[config.mk]
export PLATFORM = sky130hd
export DESIGN_NAME = programmable_crc_generator
export DESIGN_NICKNAME = d
export VERILOG_FILES = /design/src/crc_gen_pkg.sv /design/src/crc_fifo_if.sv /design/src/programmable_crc_generator.sv /design/src/crc_word_fifo.sv
export VERILOG_INCLUDE_DIRS = /design/src
export SDC_FILE = /design/constraint.sdc
export NUM_CORES = 1
export LEC_CHECK = 0
export BUFFER_PORTS_ARGS = -buffer_cell sky130_fd_sc_hd__buf_4
export CORE_MARGIN = 3
export CORE_UTILIZATION = 58
export CTS_BUF_LIST = sky130_fd_sc_hd__clkbuf_4 sky130_fd_sc_hd__clkbuf_8 sky130_fd_sc_hd__clkbuf_16
export DETAILED_ROUTE_END_ITERATION = 8
export HOLD_SLACK_MARGIN = 0.05
export PLACE_DENSITY = 0.83
export SLEW_MARGIN = 20
export SYNTH_ARGS = -nofsm -noshare
export SYNTH_HDL_FRONTEND = slang
export SYNTH_SLANG_ARGS = --single-unit
[constraint.sdc]
create_clock -name mclk -period 3.75 [get_ports mclk]
set_input_delay 0.375 -clock mclk [delete_from_list [all_inputs] [get_ports mclk]]
set_output_delay 0.375 -clock mclk [all_outputs]
set_load 0.02 [all_outputs]
[src/crc_gen_params.svh]
`ifndef CRC_GEN_PARAMS_SVH
`define CRC_GEN_PARAMS_SVH

// ----------------------------------------------------------------
// register offsets
// ----------------------------------------------------------------
`define OFS_CTRL_ONE     8'h00
`define OFS_CTRL_TWO     8'h04
`define OFS_TAP_HIGH     8'h08
`define OFS_TAP_LOW      8'h0C
`define OFS_DATA_IN      8'h10
`define OFS_RESULT       8'h14
`define OFS_IRQ_STATUS   8'h18
`define OFS_IRQ_MASK     8'h1C

// ----------------------------------------------------------------
// field positions
// ----------------------------------------------------------------
`define BIT_ENABLE       15
`define BIT_STOP_IDLE    13
`define BIT_FULL         7
`define BIT_EMPTY        6
`define BIT_ISEL         5
`define BIT_GO           4
`define BIT_LSB_FIRST    3
`define FLD_WIDTH_LSB    8
`define FLD_LEN_LSB      0

// ----------------------------------------------------------------
// reset values and fifo sizing
// ----------------------------------------------------------------
`define FIELD_RST        5'h00
`define TAP_RST          31'h0
`define WORD_RST         32'h0
`define FIFO_DEEP        5'h10
`define FIFO_SHALLOW     5'h08
`define LEN_SHALLOW_MAX  5'h07

`endif

[src/crc_gen_pkg.sv]
`default_nettype none
package crc_gen_pkg;
    typedef logic [7:0]  bus_addr_t;
    typedef logic [31:0] bus_data_t;
    // engine states, one-hot
    typedef enum logic [1:0] {
        ST_IDLE  = 2'b01,
        ST_SHIFT = 2'b10
    } engine_state_t;
endpackage
`default_nettype wire

[src/crc_fifo_if.sv]
`timescale 1ns/1ps
`default_nettype none
interface crc_fifo_if #(parameter int WIDTH = 32, parameter int CW = 5);
    logic             push;
    logic [WIDTH-1:0] push_data;
    logic             pop;
    logic [WIDTH-1:0] pop_data;
    logic             clear;
    logic [CW-1:0]    cap;
    logic [CW-1:0]    count;
    logic             full;
    logic             empty;
    modport store (input push, push_data, pop, clear, cap,
                   output pop_data, count, full, empty);
    modport user  (output push, push_data, pop, clear, cap,
                   input pop_data, count, full, empty);
endinterface
`default_nettype wire

[src/programmable_crc_generator.sv]
`timescale 1ns/1ps
`default_nettype none
`include "crc_gen_params.svh"
module programmable_crc_generator #(
    parameter int DEPTH = 16
) (
    // clock and reset
    input  wire logic                  mclk,
    input  wire logic                  rst_n,
    // chip power state
    input  wire logic                  idle_mode,
    // register port
    input  wire crc_gen_pkg::bus_addr_t addr,
    input  wire crc_gen_pkg::bus_data_t wdata,
    input  wire logic                  wr_en,
    input  wire logic                  rd_en,
    output var  crc_gen_pkg::bus_data_t rdata,
    // interrupt
    output var  logic                  irq
);
    import crc_gen_pkg::*;

    // ----------------------------------------------------------------
    // declarations
    // ----------------------------------------------------------------
    logic          enable;
    logic          stop_idle;
    logic          isel;
    logic          go;
    logic          lsb_first;
    logic [4:0]    word_width_field;
    logic [4:0]    poly_length_field;
    logic [31:1]   taps;
    logic [31:0]   result_register;
    logic [31:0]   shift_word;
    logic [4:0]    bit_cnt;
    engine_state_t state;
    engine_state_t next_state;
    logic          irq_status;
    logic          irq_mask;
    logic          sel_ctrl1;
    logic          sel_ctrl2;
    logic          sel_taph;
    logic          sel_tapl;
    logic          sel_data;
    logic          sel_result;
    logic          sel_status;
    logic          sel_mask;
    logic          run;
    logic          last_bit;
    logic          crc_step;
    logic          start_word;
    logic          shift_done;
    logic          empty_event;
    logic          crc_event;
    logic          in_bit;
    logic          fb;
    logic [31:0]   len_mask;
    logic [31:0]   width_mask;
    logic [31:0]   tap_vec;
    logic [31:0]   next_crc;
    logic [31:0]   next_shift;
    logic [31:0]   ctrl1_view;
    logic [31:0]   read_mux;
    logic          next_status;

    crc_fifo_if #(.WIDTH(32), .CW(5)) fifo_bus ();

    crc_word_fifo #(.WIDTH(32), .DEPTH(DEPTH)) u_fifo (
        .mclk (mclk),
        .rst_n(rst_n),
        .port (fifo_bus.store)
    );

    // ----------------------------------------------------------------
    // address decode
    // ----------------------------------------------------------------
    assign sel_ctrl1  = (addr == `OFS_CTRL_ONE);
    assign sel_ctrl2  = (addr == `OFS_CTRL_TWO);
    assign sel_taph   = (addr == `OFS_TAP_HIGH);
    assign sel_tapl   = (addr == `OFS_TAP_LOW);
    assign sel_data   = (addr == `OFS_DATA_IN);
    assign sel_result = (addr == `OFS_RESULT);
    assign sel_status = (addr == `OFS_IRQ_STATUS);
    assign sel_mask   = (addr == `OFS_IRQ_MASK);

    // ----------------------------------------------------------------
    // control registers
    // ----------------------------------------------------------------
    // writable control bits, unimplemented bits dropped
    always_ff @(posedge mclk or negedge rst_n) begin
        if (!rst_n) begin
            enable    <= 1'b0;
            stop_idle <= 1'b0;
            isel      <= 1'b0;
            go        <= 1'b0;
            lsb_first <= 1'b0;
        end else if (wr_en && sel_ctrl1) begin
            enable    <= wdata[`BIT_ENABLE];
            stop_idle <= wdata[`BIT_STOP_IDLE];
            isel      <= wdata[`BIT_ISEL];
            go        <= wdata[`BIT_GO];
            lsb_first <= wdata[`BIT_LSB_FIRST];
        end
    end

    // lengths and taps survive a cleared enable
    always_ff @(posedge mclk or negedge rst_n) begin
        if (!rst_n) begin
            word_width_field  <= `FIELD_RST;
            poly_length_field <= `FIELD_RST;
            taps              <= `TAP_RST;
        end else begin
            if (wr_en && sel_ctrl2) begin
                word_width_field  <= wdata[`FLD_WIDTH_LSB +: 5];
                poly_length_field <= wdata[`FLD_LEN_LSB +: 5];
            end
            if (wr_en && sel_taph) taps[31:16] <= wdata[15:0];
            if (wr_en && sel_tapl) taps[15:1] <= wdata[15:1];
        end
    end

    // ----------------------------------------------------------------
    // fifo hookup
    // ----------------------------------------------------------------
    // depth halves for long polynomials
    assign fifo_bus.cap = (poly_length_field > `LEN_SHALLOW_MAX) ?
                          `FIFO_SHALLOW : `FIFO_DEEP;
    assign width_mask          = 32'hFFFFFFFF >> (5'd31 - word_width_field);
    assign fifo_bus.push       = wr_en & sel_data & enable;
    assign fifo_bus.push_data  = wdata & width_mask;
    assign fifo_bus.pop        = start_word;
    assign fifo_bus.clear      = ~enable;

    // ----------------------------------------------------------------
    // shift engine datapath
    // ----------------------------------------------------------------
    // suspend while idle when asked to
    assign run        = enable & ~(stop_idle & idle_mode);
    assign last_bit   = (state == ST_SHIFT) && (bit_cnt == 5'h00);
    assign crc_step   = run & go & (state == ST_SHIFT);
    assign start_word = run & go & ~fifo_bus.empty
                        & ((state == ST_IDLE) | last_bit);
    // bit order selection
    assign in_bit     = lsb_first ? shift_word[0]
                                  : shift_word[word_width_field];
    assign next_shift = lsb_first ? {1'b0, shift_word[31:1]}
                                  : {shift_word[30:0], 1'b0};
    // top stage feeds back, so the top term is implied
    assign fb         = in_bit ^ result_register[poly_length_field];
    assign len_mask   = 32'hFFFFFFFF >> (5'd31 - poly_length_field);
    assign tap_vec    = {taps, 1'b1};
    // each set tap xors feedback into its stage
    assign next_crc   = ({result_register[30:0], 1'b0}
                        ^ ({32{fb}} & tap_vec)) & len_mask;

    // engine sequencing
    always_comb begin
        next_state = state;
        case (state)
            ST_IDLE: begin
                if (start_word) next_state = ST_SHIFT;
            end
            ST_SHIFT: begin
                if (!go) next_state = ST_IDLE;
                else if (crc_step && last_bit && !start_word)
                    next_state = ST_IDLE;
            end
            default: begin
                next_state = ST_IDLE;
            end
        endcase
    end

    // state held in reset while disabled
    always_ff @(posedge mclk or negedge rst_n) begin
        if (!rst_n) state <= ST_IDLE;
        else if (!enable) state <= ST_IDLE;
        else state <= next_state;
    end

    // word load and bit countdown
    always_ff @(posedge mclk or negedge rst_n) begin
        if (!rst_n) begin
            shift_word <= `WORD_RST;
            bit_cnt    <= `FIELD_RST;
        end else if (!enable) begin
            shift_word <= `WORD_RST;
            bit_cnt    <= `FIELD_RST;
        end else if (start_word) begin
            shift_word <= fifo_bus.pop_data;
            bit_cnt    <= word_width_field;
        end else if (crc_step) begin
            shift_word <= next_shift;
            bit_cnt    <= bit_cnt - 5'd1;
        end
    end

    // running remainder; software may seed it while idle
    always_ff @(posedge mclk or negedge rst_n) begin
        if (!rst_n) result_register <= `WORD_RST;
        else if (!enable) result_register <= `WORD_RST;
        else if (crc_step) result_register <= next_crc;
        else if (wr_en && sel_result && state == ST_IDLE)
            result_register <= wdata & len_mask;
    end

    // ----------------------------------------------------------------
    // interrupt
    // ----------------------------------------------------------------
    // source chosen by select bit
    assign shift_done  = crc_step & last_bit & fifo_bus.empty
                         & ~fifo_bus.push;
    assign empty_event = start_word & (fifo_bus.count == 5'h01)
                         & ~fifo_bus.push;
    assign crc_event   = isel ? empty_event : shift_done;
    // set wins over a write-one clear
    assign next_status = (irq_status & ~(wr_en & sel_status & wdata[0]))
                         | crc_event;

    // sticky status, mask and level output
    always_ff @(posedge mclk or negedge rst_n) begin
        if (!rst_n) begin
            irq_status <= 1'b0;
            irq_mask   <= 1'b0;
            irq        <= 1'b0;
        end else begin
            irq_status <= next_status;
            if (wr_en && sel_mask) irq_mask <= wdata[0];
            irq        <= irq_status & irq_mask;
        end
    end

    // ----------------------------------------------------------------
    // read back
    // ----------------------------------------------------------------
    // live count and flags, zeros elsewhere
    assign ctrl1_view = {16'h0000, enable, 1'b0, stop_idle, fifo_bus.count,
                         fifo_bus.full, fifo_bus.empty, isel, go,
                         lsb_first, 3'h0};
    assign read_mux =
        sel_ctrl1  ? ctrl1_view :
        sel_ctrl2  ? {19'h00000, word_width_field, 3'h0, poly_length_field} :
        sel_taph   ? {16'h0000, taps[31:16]} :
        sel_tapl   ? {16'h0000, taps[15:1], 1'b0} :
        sel_result ? result_register :
        sel_status ? {31'h00000000, irq_status} :
        sel_mask   ? {31'h00000000, irq_mask} : 32'h00000000;

    // read data valid only in the cycle after the strobe
    always_ff @(posedge mclk or negedge rst_n) begin
        if (!rst_n) rdata <= 32'h00000000;
        else rdata <= rd_en ? read_mux : 32'h00000000;
    end
endmodule
`default_nettype wire

[src/crc_word_fifo.sv]
`timescale 1ns/1ps
`default_nettype none
module crc_word_fifo #(
    parameter int WIDTH = 32,
    parameter int DEPTH = 16
) (
    // clock and reset
    input  wire logic mclk,
    input  wire logic rst_n,
    // fifo port
    crc_fifo_if.store port
);
    localparam int PW = $clog2(DEPTH);

    logic [WIDTH-1:0] mem [DEPTH];
    logic [PW-1:0]    wr_ptr;
    logic [PW-1:0]    rd_ptr;
    logic [4:0]       count;
    logic             do_push;
    logic             do_pop;

    // accepted moves; full limit follows the live capacity
    assign do_push       = port.push & ~port.full;
    assign do_pop        = port.pop & ~port.empty;
    assign port.count    = count;
    assign port.full     = (count >= port.cap);
    assign port.empty    = (count == 5'h00);
    assign port.pop_data = mem[rd_ptr];

    // storage write
    always_ff @(posedge mclk) begin
        if (do_push) begin
            mem[wr_ptr] <= port.push_data;
        end
    end

    // pointers and count, popped in write order
    always_ff @(posedge mclk or negedge rst_n) begin
        if (!rst_n) begin
            wr_ptr <= '0;
            rd_ptr <= '0;
            count  <= 5'h00;
        end else if (port.clear) begin
            wr_ptr <= '0;
            rd_ptr <= '0;
            count  <= 5'h00;
        end else begin
            if (do_push) wr_ptr <= wr_ptr + PW'(1);
            if (do_pop) rd_ptr <= rd_ptr + PW'(1);
            count <= count + {4'h0, do_push} - {4'h0, do_pop};
        end
    end
endmodule
`default_nettype wire

==> out/qor.yml <==
timing:
  hold_violations: 0
  fmax_mhz: 315
  finalCriticalPeriod_ns: 3.18
  fin_crit_sh: 0.847
  relSlewSlack: 0.255
  rsz0062_at_grt: "false"
  setup_viol_count_final: 0
  clock_skew_ns: 0.0283
  worstMarginPinSlew_ns: 1.12
  tns_ns: 0
  drv_slew: 0
routing:
  viasPerCell: 6.87
  avgRoutedWirePerCell_um: 29.8
  vias: 18000
  totalWireLength_mm: 78.4
  drt_iter0_drc: 2562
  drc: 0
  firstDrtPassIters: 7
  ant_nets: 0
placed_design:
  post-dp-hpwl_mm: 45.9
  post_dp_cell_area_um2: 30900
  gp_congestion: 0.953
  portBuffers: 77
finish:
  syn2layout_area_growth_pct: 14.0
  antenna_cells: 0
  finalNetCount: 1966
  final_cell_area_um2: 33300
  fin_util: 0.674
  drive_gt1_frac: 0.275
logic_synthesis:
  synth.area.top_cells: "edfxtp_1, dfrtp_1, mux4_2"
  synth_edf_count: 512
  ys_warn_count: 0
  synth_largest_area_cell: "edfxtp_1"
  syn_area_per_cell_um2: 16.2
  synth_cell_types: 69
  synth_top_area_share: 0.526
  yosys-top-cells-count: "edfxtp_1, mux4_2, dfrtp_1, nor2_1, a21oi_1"
  yosysMostFrequentCell: "edfxtp_1"
  synthCells: 1799
  synth_seq_cells: 677
  syn_nets: 1858
  ys_seq_area_frac: 0.668
  async_reset_ff_frac: 0.244
  ys.flop_type: "edfxtp_1"
  synth_area_um2: 29200
run_status:
  status: "finished, final reports clean"
grt:
  grt_max_degree: 79
  grt.total_usage: 0.300
  overflow: 0
  grt_pass1_vias: 18400
  grt_pass1_wl_mm: 118
  antenna_found_initial: 0
floorplan:
  coreArea_um2: 49400
  die_w_um: 230
  pin_count: 78
  initial_core_util: 0.592
  die_area_um2: 53100
  placementRows: 81
  die_h_um: 230
power_and_ir_drop:
  vdd_drop_max_mv: 0.339
  p_leak_nw: 12.0
  power.density_nw_per_um2: 463
clock_network:
  cts_root_buf: "clkbuf_16"
  htreeDepth: 3
  clk_latency_ns: 0.62
  clockBufferDepth: 3
  clkSinkCount: 677
  cts_tree: "built"
  clk_pin_slew_ns: 0.06
  cts_buffers: 68
worst_hold_path:
  hp-class: "input port to register"
critical_path:
  cp.buffers_inverters: 2
  crit_path_cell_trace: "or2_2 -> a21o_1 -> nor2_1 -> ha_1 -> inv_1 -> fa_1 -> inv_1 -> a21oi_1 -> nor2_1 -> or3_1 -> a21oi_1"
  end_kind: "register"
  cp-start-kind: "register"
  cp_slowest_stage_delay_ns: 0.57
  cp.required_ns: 4.20
  crit_path_top_delay_cell: "dfrtp_1"
  path_max_fanout: 16
  path_delay_family: "simple AND/OR/NAND/NOR gates"
  cp.arrival_ns: 3.63
  critPathKind: "register to register"
run:
  cap_violations: 0
layout make-up:
class | count | area (um2)
Inverter | 46 | 173
Clock buffer | 84 | 1880
Timing Repair Buffer | 148 | 1380
Multi-Input combinational cell | 966 | 9120
Clock inverter | 42 | 384
Sequential cell | 677 | 19500
Fill cell | 3083 | 16100
Tap cell | 664 | 831
timing repair:
item                                   CTS  global route
endpoints found under the hold margin   74             0
resized for setup                        0             0
hold buffers                             5             0
setup buffers                            0             0
per-stage QoR:
| step | worst slack [ns] | power [mW] | hold slack (ns) | cells |
|---|---|---|---|---|
| final | 0.573 | 15.4 | 0.0865 | 2627 |
| after global routing | 0.372 | 15.8 | 0.0729 | 2627 |
| after CTS | 0.612 | 15.5 | 0.0515 | 2627 |
| after detailed placement | 0.442 | 8.67 | 0.453 | 2496 |
| after global placement | 0.532 | 8.66 | 0.443 | 2496 |
| after floorplan | 0.628 | 8.46 | 0.0794 | 1799 |
where the power goes:
part	internal, mW	switching (mW)
Sequential	8.05	0.0459
Combinational	0.138	0.300
Clock	3.95	2.93
registers in the layout, summed over array words and instances (netlist names):
signal,cells
u_fifo.rd_ptr,4
stop_idle,1
u_fifo.mem,512
poly_length_field,5
rdata,32
lsb_first,1
go,1
shift_word,32
taps,31
u_fifo.wr_ptr,4
result_register,32
enable,1
irq_mask,1
word_width_field,5
state,2
irq_status,1
isel,1
u_fifo.port.count,5
bit_cnt,5
irq,1
worst paths after layout:
check	startpoint	cells after the start	slack [ns]	to
min in group asynchronous	rst_n	2	0.36	result_register[19]
setup reg to reg	poly_length_field[3]	11	0.57	u_fifo.port.count[4]
max in group asynchronous	rst_n	3	2.50	u_fifo.rd_ptr[1]
setup / recovery	poly_length_field[3]	11	0.57	u_fifo.port.count[4]
hold reg to reg	irq_mask	1	0.51	irq
hold / removal	wdata[14]	2	0.09	taps[14]
routing by layer:
metal  share of wire  routed length (um)  up-vias  track usage
met5               0                   0        -            0
met2            0.49               38100     1286        0.485
met4           0.056                4420        0        0.157
met1            0.36               28400     9147        0.391
met3           0.096                7550      267       0.0618
li1                -                   -     7346            -
cell families (layout without fill, tap and decap cells):
family / count (synthesis) / after routing / share of synthesized area
DFF: 677 / 677 / 0.668
muxes: 270 / 270 / 0.168
buffers and inverters: 156 / 320 / 0.0222
and+or+nand+nor: 406 / 406 / 0.0706
xor gates and xnor gates: 13 / 13 / 0.00390
AOI/OAI and AO/OA: 263 / 263 / 0.0609
adders and majority gates: 14 / 14 / 0.00625
placed cells by master (no fill, tap or decap), types with 10 or more instances in the layout:
cell type    n
edfxtp_1   512
mux4_2     172
dfrtp_1    159
nor2_1     130
buf_4      122
a21oi_1     78
nand2_1     73
clkbuf_16   70
nand3_1     54
mux2_2      52
inv_1       46
mux2i_1     46
a211oi_1    33
o21ai_0     31
and2_1      24
a31oi_1     23
clkinv_2    20
buf_12      20
nor3_1      18
and2_2      16
a32o_1      15
a222oi_1    13
ha_1        13
clkbuf_4    10
No activity file was read; power rests on OpenSTA's default activity.
